==> config.mk <==
export PLATFORM = sky130hd
export DESIGN_NAME = uec_control
export DESIGN_NICKNAME = d
export VERILOG_FILES = /design/src/core/uec_pkg.sv /design/src/core/uec_level_cross.sv /design/src/core/uec_control.sv
export SDC_FILE = /design/constraint.sdc
export NUM_CORES = 1
export LEC_CHECK = 0
export BUFFER_PORTS_ARGS = -buffer_cell sky130_fd_sc_hd__buf_2
export CAP_MARGIN = 20
export CELL_PAD_IN_SITES_DETAIL_PLACEMENT = 2
export CELL_PAD_IN_SITES_GLOBAL_PLACEMENT = 2
export CORE_MARGIN = 2
export CORE_UTILIZATION = 32
export CTS_BUF_LIST = sky130_fd_sc_hd__clkbuf_4 sky130_fd_sc_hd__clkbuf_8 sky130_fd_sc_hd__clkbuf_16
export CTS_CLUSTER_SIZE = 40
export DETAILED_ROUTE_END_ITERATION = 12
export PLACE_DENSITY = 0.95
export SYNTH_ARGS = -nofsm -noshare
export SYNTH_HDL_FRONTEND = slang
export SYNTH_SLANG_ARGS = --single-unit
==> constraint.sdc <==
create_clock -name pclk -period 6.75 [get_ports pclk]
set_clock_uncertainty 0.15 [all_clocks]
set_input_delay 0.3375 -clock pclk [delete_from_list [all_inputs] [get_ports pclk]]
set_output_delay 0.3375 -clock pclk [all_outputs]
set_load 0.02 [all_outputs]
==> src/core/uec_pkg.sv <==
`default_nettype none
package uec_pkg;
	localparam int PADDR_W = 12;
	localparam int FILL_W = 6;
	localparam int LEVEL_CODE_W = 3;
	localparam int IRQ_W = 4;

	localparam logic [PADDR_W-1:0] CTRL_OFFSET = 12'h000;
	localparam logic [PADDR_W-1:0] LEVEL_OFFSET = 12'h004;
	localparam logic [PADDR_W-1:0] IRQ_STATUS_OFFSET = 12'h008;
	localparam logic [PADDR_W-1:0] IRQ_MASK_OFFSET = 12'h00C;
	localparam logic [PADDR_W-1:0] RUN_STATE_OFFSET = 12'h010;

	localparam int UNIT_EN_BIT = 0;
	localparam int TX_EN_BIT = 8;
	localparam int RX_EN_BIT = 9;
	localparam logic [31:0] CTRL_WRITE_MASK = 32'h0000CF87;
	localparam logic [31:0] CTRL_RESET = 32'h00000000;

	localparam int TX_LEVEL_LSB = 0;
	localparam int RX_LEVEL_LSB = 3;
	localparam logic [31:0] LEVEL_WRITE_MASK = 32'h0000003F;
	localparam logic [31:0] LEVEL_RESET = 32'h00000000;

	localparam int IRQ_RX_LEVEL = 0;
	localparam int IRQ_TX_LEVEL = 1;
	localparam int IRQ_TX_STOP = 2;
	localparam int IRQ_RX_STOP = 3;
	localparam logic [IRQ_W-1:0] IRQ_RESET = 4'h0;

	localparam int STATE_TX_RUN = 0;
	localparam int STATE_RX_RUN = 1;
	localparam int STATE_TX_BUSY = 2;
	localparam int STATE_RX_BUSY = 3;

	// Fill thresholds for a 32-entry FIFO
	localparam logic [LEVEL_CODE_W-1:0] CODE_EIGHTH = 3'h0;
	localparam logic [LEVEL_CODE_W-1:0] CODE_QUARTER = 3'h1;
	localparam logic [LEVEL_CODE_W-1:0] CODE_HALF = 3'h2;
	localparam logic [LEVEL_CODE_W-1:0] CODE_3QUARTER = 3'h3;
	localparam logic [LEVEL_CODE_W-1:0] CODE_7EIGHTH = 3'h4;
	localparam logic [FILL_W-1:0] FILL_EIGHTH = 6'h04;
	localparam logic [FILL_W-1:0] FILL_QUARTER = 6'h08;
	localparam logic [FILL_W-1:0] FILL_HALF = 6'h10;
	localparam logic [FILL_W-1:0] FILL_3QUARTER = 6'h18;
	localparam logic [FILL_W-1:0] FILL_7EIGHTH = 6'h1C;

	typedef enum logic [1:0] {RUN_OFF, RUN_ON, RUN_DRAIN} uec_run_type;
	typedef enum logic {BUS_IDLE, BUS_ANSWER} uec_bus_type;
endpackage
`default_nettype wire

==> src/core/uec_level_cross.sv <==
`timescale 1ns/1ps
`default_nettype none
module uec_level_cross
	import uec_pkg::*;
#(
	parameter bit AT_OR_BELOW = 1'b0
)
(
	input wire logic pclk,
	input wire logic presetn,
	input wire logic [FILL_W-1:0] fill_level,
	input wire logic [LEVEL_CODE_W-1:0] level_code,
	output logic crossed
);
	logic [FILL_W-1:0] prev_level;
	logic prev_hit;
	logic [FILL_W-1:0] next_prev_level;
	logic next_prev_hit;
	logic code_valid;
	logic [FILL_W-1:0] threshold;
	logic hit;

	always_comb
	begin
		code_valid = 1'b1;
		case (level_code)
			CODE_EIGHTH: threshold = FILL_EIGHTH; // [RULE_09] [RULE_10]
			CODE_QUARTER: threshold = FILL_QUARTER;
			CODE_HALF: threshold = FILL_HALF;
			CODE_3QUARTER: threshold = FILL_3QUARTER;
			CODE_7EIGHTH: threshold = FILL_7EIGHTH;
			default:
			begin
				// Reserved codes never fire
				threshold = FILL_EIGHTH;
				code_valid = 1'b0;
			end
		endcase
		if (AT_OR_BELOW)
			hit = code_valid && (fill_level <= threshold); // [RULE_10]
		else
			hit = code_valid && (fill_level >= threshold); // [RULE_09]
		// Only a level move into the band counts, not a code change
		crossed = hit && !prev_hit && (fill_level != prev_level); // [RULE_11]
		next_prev_level = fill_level;
		next_prev_hit = hit;
	end

	always_ff @(posedge pclk or negedge presetn)
	begin
		if (!presetn)
		begin
			prev_level <= '0;
			prev_hit <= 1'b0;
		end
		else
		begin
			prev_level <= next_prev_level;
			prev_hit <= next_prev_hit;
		end
	end
endmodule
`default_nettype wire

==> src/core/uec_control.sv <==
// Implementation choices: the APB register port and the register addresses.
`timescale 1ns/1ps
`default_nettype none
// Notes on behaviour
// [RULE_01] Control bit 9 enables reception when one and disables the receiver when zero.
// [RULE_02] Clearing receive enable mid-frame lets that frame finish before the receiver stops.
// [RULE_03] Control bit 8 enables transmission when one and disables the transmitter when zero.
// [RULE_04] Clearing transmit enable mid-frame lets that frame finish before the transmitter stops.
// [RULE_05] Control bit 0 is the global enable and when zero disables the whole unit whatever bits 8 and 9 say.
// [RULE_06] Clearing the global enable mid-frame lets the current frame finish before the unit halts.
// [RULE_07] Unused control bits 31-16, 13-12 and 6-3 read as a value software must not rely on.
// [RULE_08] Software writes zero to writable reserved control bits 15, 14, 11, 10, 7, 2 and 1.
// [RULE_09] Receive level codes 000 to 100 select at least 1/8, 1/4, 1/2, 3/4 or 7/8 full; others are reserved.
// [RULE_10] Transmit level codes 000 to 100 select at most 1/8, 1/4, 1/2, 3/4 or 7/8 full.
// [RULE_11] A FIFO interrupt fires when the fill level crosses the threshold, not while it stays beyond it.
module uec_control
	import uec_pkg::*;
(
	input wire logic pclk,
	input wire logic presetn,
	input wire logic psel,
	input wire logic penable,
	input wire logic pwrite,
	input wire logic [PADDR_W-1:0] paddr,
	input wire logic [31:0] pwdata,
	input wire logic [3:0] pstrb,
	output logic [31:0] prdata,
	output logic pready,
	output logic pslverr,
	input wire logic tx_frame_busy,
	input wire logic rx_frame_busy,
	input wire logic [FILL_W-1:0] tx_fill_level,
	input wire logic [FILL_W-1:0] rx_fill_level,
	output logic tx_run,
	output logic rx_run,
	output logic [LEVEL_CODE_W-1:0] tx_irq_level,
	output logic [LEVEL_CODE_W-1:0] rx_irq_level,
	output logic irq
);
	function automatic uec_run_type run_step(input uec_run_type state, input logic enable, input logic busy);
		uec_run_type result;
		result = state;
		case (state)
			RUN_OFF:
				if (enable)
					result = RUN_ON;
			RUN_ON:
				if (!enable)
					result = busy ? RUN_DRAIN : RUN_OFF;
			RUN_DRAIN:
				if (enable)
					result = RUN_ON;
				else if (!busy)
					result = RUN_OFF;
			default:
				result = RUN_OFF;
		endcase
		return result;
	endfunction

	function automatic logic [31:0] byte_merge(input logic [31:0] old, input logic [31:0] data,
		input logic [3:0] strb, input logic [31:0] mask);
		logic [31:0] merged;
		merged = old;
		for (int i = 0; i < 4; i++)
			if (strb[i])
				merged[i*8 +: 8] = data[i*8 +: 8];
		return merged & mask;
	endfunction

	logic [31:0] ctrl_reg;
	logic [31:0] level_reg;
	logic [IRQ_W-1:0] irq_status;
	logic [IRQ_W-1:0] irq_mask;
	uec_bus_type bus_state;
	uec_run_type tx_state;
	uec_run_type rx_state;

	logic [31:0] next_ctrl_reg;
	logic [31:0] next_level_reg;
	logic [IRQ_W-1:0] next_irq_status;
	logic [IRQ_W-1:0] next_irq_mask;
	uec_bus_type next_bus_state;
	logic [31:0] next_prdata;
	logic next_pready;
	logic next_pslverr;
	uec_run_type next_tx_state;
	uec_run_type next_rx_state;
	logic next_irq;

	logic setup_phase;
	logic write_done;
	logic addr_hit;
	logic tx_enable;
	logic rx_enable;
	logic tx_crossed;
	logic rx_crossed;
	logic [IRQ_W-1:0] irq_events;
	logic status_write;

	assign setup_phase = psel && !penable;
	assign write_done = psel && penable && pready && pwrite && !pslverr;
	assign addr_hit = (paddr == CTRL_OFFSET) || (paddr == LEVEL_OFFSET) || (paddr == IRQ_STATUS_OFFSET)
		|| (paddr == IRQ_MASK_OFFSET) || (paddr == RUN_STATE_OFFSET);
	assign status_write = write_done && (paddr == IRQ_STATUS_OFFSET) && pstrb[0];

	// APB slave: pready rises in the first access cycle, one wait-free answer
	always_comb
	begin
		next_bus_state = bus_state;
		next_prdata = prdata;
		next_pready = 1'b0;
		next_pslverr = 1'b0;
		case (bus_state)
			BUS_IDLE:
				if (setup_phase)
				begin
					next_bus_state = BUS_ANSWER;
					next_pready = 1'b1;
					next_pslverr = !addr_hit;
					next_prdata = 32'h00000000;
					if (!pwrite)
						case (paddr)
							// Undefined bits read as zero
							CTRL_OFFSET: next_prdata = ctrl_reg & CTRL_WRITE_MASK; // [RULE_07]
							LEVEL_OFFSET: next_prdata = level_reg & LEVEL_WRITE_MASK;
							IRQ_STATUS_OFFSET: next_prdata = {28'h0000000, irq_status};
							IRQ_MASK_OFFSET: next_prdata = {28'h0000000, irq_mask};
							RUN_STATE_OFFSET: next_prdata = {28'h0000000, rx_frame_busy, tx_frame_busy, rx_run, tx_run};
							default: next_prdata = 32'h00000000;
						endcase
				end
			BUS_ANSWER:
				next_bus_state = BUS_IDLE;
			default:
				next_bus_state = BUS_IDLE;
		endcase
	end

	always_ff @(posedge pclk or negedge presetn)
	begin
		if (!presetn)
		begin
			bus_state <= BUS_IDLE;
			prdata <= 32'h00000000;
			pready <= 1'b0;
			pslverr <= 1'b0;
		end
		else
		begin
			bus_state <= next_bus_state;
			prdata <= next_prdata;
			pready <= next_pready;
			pslverr <= next_pslverr;
		end
	end

	// Register file
	always_comb
	begin
		next_ctrl_reg = ctrl_reg;
		next_level_reg = level_reg;
		next_irq_mask = irq_mask;
		next_irq_status = irq_status;
		if (write_done)
			case (paddr)
				// Writable reserved bits are stored as written; software keeps them zero
				CTRL_OFFSET: next_ctrl_reg = byte_merge(ctrl_reg, pwdata, pstrb, CTRL_WRITE_MASK); // [RULE_08]
				LEVEL_OFFSET: next_level_reg = byte_merge(level_reg, pwdata, pstrb, LEVEL_WRITE_MASK);
				IRQ_MASK_OFFSET:
					if (pstrb[0])
						next_irq_mask = pwdata[IRQ_W-1:0];
				IRQ_STATUS_OFFSET:
					if (pstrb[0])
						next_irq_status = irq_status & ~pwdata[IRQ_W-1:0];
				default: next_irq_status = irq_status;
			endcase
		// A new event wins over a same-cycle clear
		next_irq_status = next_irq_status | irq_events; // [RULE_11]
		next_irq = |(next_irq_status & next_irq_mask);
	end

	always_ff @(posedge pclk or negedge presetn)
	begin
		if (!presetn)
		begin
			ctrl_reg <= CTRL_RESET;
			level_reg <= LEVEL_RESET;
			irq_status <= IRQ_RESET;
			irq_mask <= IRQ_RESET;
			irq <= 1'b0;
		end
		else
		begin
			ctrl_reg <= next_ctrl_reg;
			level_reg <= next_level_reg;
			irq_status <= next_irq_status;
			irq_mask <= next_irq_mask;
			irq <= next_irq;
		end
	end

	// Run control: the global bit gates both directions
	assign tx_enable = ctrl_reg[UNIT_EN_BIT] && ctrl_reg[TX_EN_BIT]; // [RULE_03] [RULE_05]
	assign rx_enable = ctrl_reg[UNIT_EN_BIT] && ctrl_reg[RX_EN_BIT]; // [RULE_01] [RULE_05]

	always_comb
	begin
		// A frame in flight keeps the direction in drain until it ends
		next_tx_state = run_step(tx_state, tx_enable, tx_frame_busy); // [RULE_04] [RULE_06]
		next_rx_state = run_step(rx_state, rx_enable, rx_frame_busy); // [RULE_02] [RULE_06]
	end

	always_ff @(posedge pclk or negedge presetn)
	begin
		if (!presetn)
		begin
			tx_state <= RUN_OFF;
			rx_state <= RUN_OFF;
			tx_run <= 1'b0;
			rx_run <= 1'b0;
			tx_irq_level <= '0;
			rx_irq_level <= '0;
		end
		else
		begin
			tx_state <= next_tx_state;
			rx_state <= next_rx_state;
			tx_run <= (next_tx_state != RUN_OFF);
			rx_run <= (next_rx_state != RUN_OFF);
			tx_irq_level <= next_level_reg[TX_LEVEL_LSB +: LEVEL_CODE_W];
			rx_irq_level <= next_level_reg[RX_LEVEL_LSB +: LEVEL_CODE_W];
		end
	end

	always_comb
	begin
		irq_events = '0;
		irq_events[IRQ_RX_LEVEL] = rx_crossed;
		irq_events[IRQ_TX_LEVEL] = tx_crossed;
		irq_events[IRQ_TX_STOP] = (tx_state != RUN_OFF) && (next_tx_state == RUN_OFF);
		irq_events[IRQ_RX_STOP] = (rx_state != RUN_OFF) && (next_rx_state == RUN_OFF);
	end

	uec_level_cross #(
		.AT_OR_BELOW(1'b1)
	) tx_cross (
		.pclk(pclk),
		.presetn(presetn),
		.fill_level(tx_fill_level),
		.level_code(level_reg[TX_LEVEL_LSB +: LEVEL_CODE_W]),
		.crossed(tx_crossed)
	);

	uec_level_cross #(
		.AT_OR_BELOW(1'b0)
	) rx_cross (
		.pclk(pclk),
		.presetn(presetn),
		.fill_level(rx_fill_level),
		.level_code(level_reg[RX_LEVEL_LSB +: LEVEL_CODE_W]),
		.crossed(rx_crossed)
	);
endmodule
`default_nettype wire

# Yosys cells after proc, flatten, opt, wreduce, memory -nomap -nowiden
# Index checks and enable logic that the tools add are counted.
[word_totals]
ff_bits = 86
wordCells = 118
output_inout_bits = 43
[op_classes]
reduce_logical = 41
bitwise = 5
magnitude_cmp = 2
mux = 32
n_eq_ne = 18
[ops]
columns = ["cell", "count"]
rows = [
  ["$pmux 16 s5", 1],
  ["$pmux 5 s4", 2],
  ["$eq 12x4->1 const B", 2],
  ["$mux 4", 6],
  ["$mux 2", 10],
  ["$mux 6", 3],
  ["$mux 16", 1],
  ["$logic_and 1x1->1", 15],
  ["$eq 12x3->1 const B", 1],
  ["$eq 12x5->1 const B", 1],
  ["$eq 3x2->1 const B", 4],
  ["$logic_not 12->1", 1],
  ["$ne 6x6->1", 2],
  ["$pmux 2 s3", 2],
  ["$reduce_or 5->1", 2],
  ["$and 4x4->4", 2],
  ["$logic_not 2->1", 4],
  ["$reduce_bool 2->1", 4],
  ["$eq 3x1->1 const B", 2],
  ["$eq 3x3->1 const B", 2],
  ["$ge 6x5->1", 1],
  ["$le 6x5->1", 1],
  ["$logic_not 3->1", 2],
  ["$mux 1", 6],
  ["11 further kinds", 21],
]

# Logic depth before layout (Yosys ltp)
# Gate-level depths: netlist of the first run.
[logic_depth]
word_depth = 9
ltp_mapped = 8

# Hierarchy
# Synthesis of the first run repeated with hierarchy kept, for this count alone.
[hier_totals]
cells_unflattened = 256
hier_area_um2 = 2966.6
[modules_own_cells]
columns = ["module", "instances", "area_per_inst_um2", "cells_per_inst"]
rows = [
  ["uec_control", 1, 2227.1, 194],
  ["uec_level_cross at rx_cross", 1, 371.6, 31],
  ["uec_level_cross at tx_cross", 1, 367.9, 31],
]

# Worst setup path after synthesis of the first run
# Ideal clock, no wire load.
[synth_timing]
path_kind = "input -> register"
start = "in paddr[0]"
end = "reg ctrl_reg[10]"
n_path_buf = 0
path_stages = 5
setup_time_ps = 125
t_required_ps = 6475
slack_ps = 4062
arrival_time_ps = 2413
path_cell_list = "or4_4 -> or3_1 -> or4_4 -> nor4_4 -> mux2_2"
[synth_via]
elab_chain_len = 2
[synth_lines]
columns = ["element", "line", "rtl"]
rows = [
  ["start, declared", "uec_control.sv:24", "input wire logic [PADDR_W-1:0] paddr,"],
  ["$logic_not 12->1", "uec_control.sv:166", "case (paddr)"],
  ["$reduce_and 3->1 (no line)", "n/a", ""],
  ["end signal, assigned", "uec_control.sv:195", "ctrl_reg <= next_ctrl_reg;"],
  ["end, declared", "uec_control.sv:71", "logic [31:0] ctrl_reg;"],
]
# No other way between the ends.
# A chain may end at the register's enable or synchronous reset.

# Final worst setup path of the first run
[layout_timing]
start = "in paddr[9]"
end = "reg ctrl_reg[14]"
# The elaborated chain is that of the path after synthesis.

==> metrics.yaml, run 1 <==
placement:
  pre_cts_ws_ns: 3.54
  port_buffers: 69
  dp_cells: 437
  post_dp_cell_area_um2: 3360
  hpwl_mm: 6.19
  place_congestion: 0.790
timing:
  period_needed_ns: 2.86
  whs_ns: -0.00958
  period_share_pct: 42.4
  max_freq_mhz: 349
  tns_ns: 0
  rsz0062_at_grt: "no"
  hold_violations: 5
  fin_ws_ns: 3.89
  tightest_slew_ns: 0.776
  setup_viol: 0
  slew_headroom_pct: 48.3
  slew_violations: 0
setup_path:
  startpoint_type: "primary input"
  path_class: "primary input to flop"
  arrival_ns: 2.94
  timing.rr.end: "irq"
  r2r-start: "rx_irq_level[0]"
  crit_required_ns: 6.83
  worst-r2r-setup-slack_ns: 4.01
  critPathMaxFanout: 11
  r2r_cells: 8
  cp-end-kind: "flop"
layout:
  antenna_cells: 0
  final_cell_mix: "69 x buf_2, 60 x dfrtp_1, 19 x conb_1"
  largest_reg_flops: 13
  final_area_um2: 3650
  nets: 421
  final_cell_count_no_fill: 464
  drive_gt1_share_pct: 33.1
  syn_to_final_growth_pct: 23.0
  layout_commonest_cell: "buf_2"
  fin_util_pct: 40.1
pwr:
  p_leak_nw: 1.86
  irDropWorstVdd_v: 0.0000878
  power_density_nw_per_um2: 203
clock_tree:
  cts_buffer_depth: 2
  post_cts_resized: 0
  cts.sinks: 60
  clkTransAtPathRegs_ns: 0.07
  cts_hold_buf: 11
  cts_tree: "built"
  root_buffer: "clkbuf_8"
  post-cts-setup-buffers: 0
  h-tree-depth: 3
  cts_buffers: 9
  clock_latency_ns: 0.35
detailed_routing:
  wl_per_cell_um: 17.9
  drtAntennaViolNets: 0
  drc: 0
  num_vias: 2319
  vias_per_cell: 5.00
  drt-total-wl_mm: 8.31
  firstDrtPassIters: 4
  detail_route.iter0.violations: 96
hold_path:
  holdCritPathClass: "primary input to async pin"
grt:
  grt_first_pass_wirelength_mm: 13.5
  gr-total-overflow: 0
  grt_max_degree: 61
  first_global_vias: 2564
  grtUsageTotal_pct: 17.8
  antenna_found_initial: 0
logic_synthesis:
  synthTopCellsByArea: "dfrtp_1 51%, mux2_2 6.1%, buf_4 4.8%"
  syn_avg_cell_area_um2: 11.2
  yosys_warnings: 0
  synth-seq-area-share_pct: 50.5
  synth_top_area_share_pct: 50.5
  synth_largest_area_cell: "dfrtp_1"
  synth.ff_latch_count: 60
  synthDistinctLibCells: 44
  netlist_area_um2: 2970
  syn-instance-count: 265
floorplanning:
  num_rows: 35
  core_um2: 9110
  dieArea_um2: 10100
  io_pins: 110
  initial_core_util_pct: 32.6
  die_y_um: 100
  die_x_um: 100
status:
  outcome: "finished with violations"
  violations: "negative hold slack"
flow_run:
  cap_violations: 0
-- final cells by class --
cell class | instances | area (um2)
well taps | 111 | 139
fillers | 996 | 5450
flip-flops and latches | 60 | 1500
repair buffers | 81 | 463
clock inverters | 4 | 22.5
multi-input cells | 184 | 1320
clock buffers | 12 | 165
inverters | 12 | 45.0
-- worst max-delay path by stage --
stage              endpoint  slack, ns  cells past startpoint  startpoint
5_1_grt        ctrl_reg[14]       3.81                      6    paddr[9]
4_1_cts        ctrl_reg[14]       3.91                      6    paddr[9]
2_1_floorplan  ctrl_reg[10]       4.06                      5    paddr[0]
6_report       ctrl_reg[14]       3.89                      6    paddr[9]
3_5_place_dp   ctrl_reg[14]       3.54                      6    paddr[9]
3_3_place_gp    ctrl_reg[8]       3.61                      6    paddr[0]
-- worst max-delay path, stage by stage --
cell and delay, ns:
buf_2 0.09, or4_1 0.60, or3_1 0.51, or4_4 0.51, nor4_4 0.49, mux2_2 0.40
-- where the power goes --
part           switching, W  internal, W  total (W)  leakage, nW
Clock              0.000145     0.000161   0.000306       0.0982
Combinational     0.0000421    0.0000245  0.0000666        0.972
Sequential       0.00000283     0.000365   0.000367        0.794
-- cells by family (layout without fill, tap and decap cells) --
kind of cell | Yosys count | after routing | synth area share, %
AOI/OAI and AO/OA | 43 | 43 | 11.0
other | 1 | 19 | 0.126
xor gates and xnor gates | 14 | 14 | 4.13
buffers and inverters | 39 | 109 | 7.33
and+or+nand+nor | 75 | 75 | 14.5
adders and majority gates | 6 | 6 | 2.53
muxes | 27 | 27 | 9.77
DFF | 60 | 60 | 50.5
-- Yosys cell counts --
library cell / instances
a211oi_1: 2
buf_1: 1
a221o_1: 1
nor4b_1: 1
mux2_2: 16
nor2_1: 17
nor3_2: 1
conb_1: 1
xnor2_1: 4
xor2_1: 10
a211o_1: 3
o41a_1: 3
mux2i_1: 11
o2bb2ai_1: 1
or4b_2: 1
o31a_1: 1
and3_1: 2
or2_2: 8
a22oi_1: 2
nand3_1: 3
or4_1: 3
or3_1: 4
inv_1: 12
o21ai_0: 7
clkbuf_1: 7
o2111ai_1: 1
or3b_2: 2
a21oi_1: 4
nor3b_1: 1
nand4_1: 4
nor4_4: 1
a22o_1: 10
nor3_1: 7
buf_4: 19
nand2_1: 11
o21a_1: 5
o22ai_1: 2
o41ai_1: 1
nor4_1: 5
nor2b_1: 1
or4_4: 2
dfrtp_1: 60
ha_1: 6
nand2b_1: 1
-- per-layer routing --
metal	wire length, um	GRT usage (%)	up-vias
met5	0	0	-
met3	385	4.81	9
li1	-	-	1081
met1	3520	21.2	1168
met2	4270	30.6	61
met4	126	6.85	0
-- through the flow --
step,total power [W],hold slack (ns)
2_1_floorplan,0.000412,-0.108
3_3_place_gp,0.000433,0.319
3_5_place_dp,0.000436,0.322
4_1_cts,0.000753,0.00541
5_1_grt,0.000778,0.00860
6_report,0.000740,-0.00958
Note: power is estimated with default switching activity, not from simulation.
==> inputs of run 2 (changes only) <==
--- a/config.mk
+++ b/config.mk
@@ -10,11 +10,11 @@
 export CELL_PAD_IN_SITES_DETAIL_PLACEMENT = 2
 export CELL_PAD_IN_SITES_GLOBAL_PLACEMENT = 2
 export CORE_MARGIN = 2
-export CORE_UTILIZATION = 32
+export CORE_UTILIZATION = 30
 export CTS_BUF_LIST = sky130_fd_sc_hd__clkbuf_4 sky130_fd_sc_hd__clkbuf_8 sky130_fd_sc_hd__clkbuf_16
 export CTS_CLUSTER_SIZE = 40
 export DETAILED_ROUTE_END_ITERATION = 12
-export PLACE_DENSITY = 0.95
+export PLACE_DENSITY = 0.9
 export SYNTH_ARGS = -nofsm -noshare
 export SYNTH_HDL_FRONTEND = slang
 export SYNTH_SLANG_ARGS = --single-unit
==> constraint.sdc (replaced) <==
create_clock -name pclk -period 2.7 [get_ports pclk]
set_clock_uncertainty 0.15 [all_clocks]
set_input_delay 0.135 -clock pclk [delete_from_list [all_inputs] [get_ports pclk]]
set_output_delay 0.135 -clock pclk [all_outputs]
set_load 0.02 [all_outputs]
==> run 2 against run 1 <==
Effect of this change:
- the run now ends clean
- count of clock-buffer cells in the layout down 2
- cell count increased by 11%
- total power grew to 2.7 times the previous value
- clock power grew to 3.0 times the previous value
- worst hold slack gained 0.032 ns
- critical path type is now flop to flop
- critical endpoint is now irq
- largest cell class unchanged
==> metrics.yaml, run 2 (synthesis gave the netlist of run 1 again) <==
layout:
  antenna_cells: 0
  drive_gt1_share_pct: 33.2
  layout_commonest_cell: "buf_2"
  final_cell_count_no_fill: 513
  final_cell_mix: "69 x buf_2, 60 x dfrtp_1, 29 x dlygate4sd3_1"
  ff_latch_area_um2: 1500
  syn_to_final_growth_pct: 33.4
  multi_input_area_um2: 1320
  fin_util_pct: 40.9
  fill_cells: 1060
  largest_reg_flops: 13
  nets: 448
clock_tree:
  cts_tree: "built"
  cts_buffers: 9
  cts.sinks: 60
  root_buffer: "clkbuf_8"
  h-tree-depth: 3
  clkTransAtPathRegs_ns: 0.07
  clock_latency_ns: 0.35
  post-cts-setup-buffers: 0
  cts_buffer_depth: 2
detailed_routing:
  drtAntennaViolNets: 0
  vias_per_cell: 4.76
  num_vias: 2443
  firstDrtPassIters: 5
  drc: 0
  wl_per_cell_um: 18.0
  drt-total-wl_mm: 9.23
  detail_route.iter0.violations: 82
floorplanning:
  num_rows: 36
  io_pins: 110
  initial_core_util_pct: 30.7
  dieArea_um2: 10700
  die_y_um: 104
  die_x_um: 104
  core_um2: 9680
grt:
  antenna_found_initial: 0
  grt_max_degree: 52
  gr-total-overflow: 0
  grtUsageMet3_pct: 3.27
  busiest_layer: "met2"
  grtUsageTotal_pct: 18.4
  met2_usage_pct: 33.3
  met1_usage_pct: 21.5
  grt_first_pass_wirelength_mm: 15.3
  first_global_vias: 2854
pwr:
  p_sw_w: 0.000501
  seq_power_share_pct: 45.4
  irDropWorstVdd_v: 0.000234
  combPwrFrac_pct: 9.4
  clockPowerShare_pct: 45.2
  power_density_nw_per_um2: 510
  p_int_w: 0.00152
  swShare_pct: 24.8
  p_leak_nw: 1.99
timing:
  setup_viol: 0
  tightest_slew_ns: 0.681
  rsz0062_at_grt: "no"
  max_freq_mhz: 392
  slew_violations: 0
  period_needed_ns: 2.55
  hold_violations: 0
  slew_headroom_pct: 54.5
  fin_ws_ns: 0.151
  period_share_pct: 94.4
  tns_ns: 0
setup_path:
  critPathMaxFanout: 3
  crit_slowest_cell: "or3b_2"
  crit_required_ns: 2.81
  max_stage_delay_ns: 0.45
  path_class: "flop to flop"
  cp_num_buf_inv: 0
  critPathTopFamily: "compound AO/OA/AOI/OAI gates"
  cp-end-kind: "flop"
  startpoint_type: "flop"
  cp_cell_sequence: "nor2_1 > or2_2 > ha_1 > or3b_2 > a221o_1 > a211oi_1 > o22ai_1 > o2111ai_1"
  arrival_ns: 2.66
  worst-r2r-setup-slack_ns: 0.15
hold_path:
  holdCritPathClass: "primary input to async pin"
flow_run:
  cap_violations: 0
status:
  outcome: "complete, no violations"
placement:
  pre_cts_ws_ns: 0.00969
  dp_cells: 468
  port_buffers: 69
  hpwl_mm: 6.75
  place_congestion: 0.783
==> run 2: power by group through the flow <==
stage / Sequential, W / Clock (W) / Combinational, W
floorplan: 0.000936 / 0 / 0.0000932
global placement: 0.000935 / 0 / 0.000150
detailed placement: 0.000936 / 0 / 0.000158
CTS: 0.000918 / 0.000933 / 0.000191
global route: 0.000919 / 0.000980 / 0.000212
finish: 0.000918 / 0.000913 / 0.000190
==> run 2: what timing repair did <==
| item | CTS | global route |
|---|---|---|
| endpoints found under the setup margin | 0 | 0 |
| resized for setup | 0 | 0 |
| hold buffers | 29 | 0 |
| hold endpoints to repair | 62 | 0 |
==> run 2: through the flow <==
step / total power, W / cell area, um2 / hold WS (ns)
floorplan: 0.00103 / 3040 / -0.311
global placement: 0.00108 / 3450 / -0.154
detailed placement: 0.00109 / 3450 / -0.145
CTS: 0.00204 / 3960 / 0.0138
global route: 0.00211 / 3960 / 0.0454
finish: 0.00202 / 3960 / 0.0223
==> run 2: per-layer routing <==
layer / up-vias / part of all wire (%)
met5: - / 0
li1: 1130 / -
met1: 1237 / 42
met4: 0 / 1.4
met2: 65 / 53
met3: 11 / 3.9
==> run 2: path summary, 6_finish.rpt <==
check / from / end / cells past startpoint
worst max-delay path: rx_irq_level[0] / irq / 8
worst max register to register: rx_irq_level[0] / irq / 8
min in group pclk: paddr[4] / pslverr / 3
worst min register to register: prdata[4] / prdata[4] / 2
worst min-delay path: presetn / rx_cross.prev_level[1] / 2
max in group asynchronous: presetn / rx_state[0] / 3
==> run 2: cell type report <==
type | count | share of cell area [%]
Timing Repair Buffer | 108 | 17.9
Tap cell | 133 | 4.20
Inverter | 12 | 1.14
Sequential cell | 60 | 37.9
Multi-Input combinational cell | 184 | 33.3
Clock inverter | 6 | 2.24
Clock buffer | 10 | 3.32
==> inputs of run 3 (changes only) <==
--- a/config.mk
+++ b/config.mk
@@ -14,7 +14,7 @@
 export CTS_BUF_LIST = sky130_fd_sc_hd__clkbuf_4 sky130_fd_sc_hd__clkbuf_8 sky130_fd_sc_hd__clkbuf_16
 export CTS_CLUSTER_SIZE = 40
 export DETAILED_ROUTE_END_ITERATION = 12
-export PLACE_DENSITY = 0.9
+export PLACE_DENSITY = 0.87
 export SYNTH_ARGS = -nofsm -noshare
 export SYNTH_HDL_FRONTEND = slang
 export SYNTH_SLANG_ARGS = --single-unit
==> run 3 against run 2 <==
Effect of this change:
- die area unchanged
- largest cell class unchanged
- non-clock buffer count unchanged
- utilization down 0.30 points
- sequential power about the same
- first-iteration DRC count up 1.2%
- global-route usage down 0.53 points
- via count up 2.0%
- clock power down 12%
- sequential cell count unchanged
==> metrics.yaml, run 3 (synthesis gave the netlist of run 1 again) <==
pwr:
  irDropWorstVdd_v: 0.000177
  power_density_nw_per_um2: 487
  seq_power_share_pct: 47.9
  clockPowerShare_pct: 42.1
  swShare_pct: 26.4
  combPwrFrac_pct: 10.0
  p_int_w: 0.00141
  totalPowerFinal_w: 0.00192
  p_leak_nw: 1.98
  p_sw_w: 0.000505
timing:
  max_freq_mhz: 402
  setup_viol: 0
  slew_headroom_pct: 47.2
  tightest_slew_ns: 0.792
  hold_violations: 0
  rsz0062_at_grt: "no"
  period_share_pct: 92.1
  slew_violations: 0
  period_needed_ns: 2.49
  tns_ns: 0
detailed_routing:
  drc: 0
  num_vias: 2492
  vias_per_cell: 4.86
  detail_route.iter0.violations: 83
  drt-total-wl_mm: 9.07
  firstDrtPassIters: 4
  wl_per_cell_um: 17.7
  drtAntennaViolNets: 0
setup_path:
  crit_required_ns: 2.82
  crit_slowest_cell: "or3b_2"
  arrival_ns: 2.60
  r2r-start: "rx_irq_level[1]"
  cp.depth: 8
  r2r_cells: 8
  timing.rr.end: "irq"
  cp_num_buf_inv: 0
  max_stage_delay_ns: 0.43
  critPathMaxFanout: 3
  worst-r2r-setup-slack_ns: 0.21
  cp-end-kind: "flop"
  path_class: "flop to flop"
  startpoint_type: "flop"
  critPathTopFamily: "compound AO/OA/AOI/OAI gates"
  cp_cell_sequence: "nor2_1 > or2_2 > ha_1 > or3b_2 > a221o_1 > a211oi_1 > o22ai_1 > o2111ai_1"
clock_tree:
  clkTransAtPathRegs_ns: 0.07
  cts.sinks: 60
  root_buffer: "clkbuf_8"
  cts_buffer_depth: 2
  clock_latency_ns: 0.35
  cts_buffers: 9
  cts_tree: "built"
  h-tree-depth: 3
  post_cts_resized: 0
status:
  outcome: "complete, no violations"
floorplanning:
  dieArea_um2: 10700
  die_y_um: 104
  num_rows: 36
  initial_core_util_pct: 30.7
  core_um2: 9680
  die_x_um: 104
  io_pins: 110
grt:
  gr-total-overflow: 0
  grtUsageTotal_pct: 17.9
  first_global_vias: 2828
  grt_first_pass_wirelength_mm: 15.0
  grt_max_degree: 61
  antenna_found_initial: 0
hold_path:
  worstHoldStart: "paddr[6]"
  hold_depth: 5
  holdCritPathClass: "primary input to flop"
  worstHoldEndpoint: "prdata[3]"
placement:
  port_buffers: 69
  hpwl_mm: 6.43
  place_congestion: 0.738
layout:
  drive_gt1_share_pct: 33.2
  layout_commonest_cell: "buf_2"
  fill_cells: 1028
  syn_to_final_growth_pct: 32.4
  largest_reg_flops: 13
  multi_input_area_um2: 1320
  fin_util_pct: 40.6
  antenna_cells: 0
  final_cell_mix: "69 x buf_2, 60 x dfrtp_1, 29 x dlygate4sd3_1"
  ff_latch_area_um2: 1500
  nets: 448
flow_run:
  cap_violations: 0
## run 3: changes by cell type in the layout (fill, tap and decap cells not counted), sizes merged
cell	previous run	this run
clkinvlp	2	3
clkbuf	10	9
clkinv	2	3
bufinv	2	1
## run 3: power by group through the flow
stage | sequential [W] | combinational [W] | clock [W]
after floorplan | 0.000936 | 0.0000932 | 0
after global placement | 0.000934 | 0.000150 | 0
after detailed placement | 0.000935 | 0.000160 | 0
after CTS | 0.000918 | 0.000193 | 0.000842
after global routing | 0.000918 | 0.000213 | 0.000881
final | 0.000918 | 0.000191 | 0.000808
## run 3: worst max-delay path by stage
| stage | from | end | slack, ns |
|---|---|---|---|
| finish | rx_irq_level[1] | irq | 0.21 |
| global route | rx_irq_level[1] | irq | 0.003 |
| CTS | rx_irq_level[1] | irq | 0.14 |
| detailed placement | paddr[0] | ctrl_reg[14] | 0.006 |
| global placement | paddr[0] | ctrl_reg[9] | 0.05 |
| floorplan | rx_irq_level[1] | irq | 0.20 |
## run 3: routing by layer
metal | vias up | GRT usage, % | wire [um]
li1 | 1132 | - | -
met1 | 1277 | 21.4 | 3760
met2 | 71 | 31.2 | 4720
met3 | 12 | 4.53 | 459
met4 | 0 | 6.08 | 129
met5 | - | 0 | 0
## run 3: area by class of cell
class / instances / area share [%]
Multi-Input combinational cell: 184 / 33.5
Clock buffer: 9 / 3.15
Clock inverter: 7 / 1.72
Sequential cell: 60 / 38.2
Tap cell: 133 / 4.23
Inverter: 12 / 1.15
Timing Repair Buffer: 108 / 18.1
## run 3: tightest hold or removal path, stage by stage
cell	delay, ns
buf_2	0.08
or4_4	0.12
nor3_1	0.06
nand3_1	0.06
o21ai_0	0.08
## run 3: what timing repair did
item,CTS,global route
hold buffers,29,0
hold endpoints to repair,95,0
setup buffers,0,0
## run 3: through the flow
step | worst slack [ns] | instances | hold slack, ns | cell area (um2)
after CTS | 0.143 | 513 | 0.0433 | 3930
final | 0.212 | 513 | 0.0559 | 3930
after global routing | 0.00316 | 513 | 0.0774 | 3930
after floorplan | 0.197 | 283 | -0.311 | 3040
after detailed placement | 0.00620 | 468 | 0.139 | 3450
after global placement | 0.0543 | 468 | 0.131 | 3450
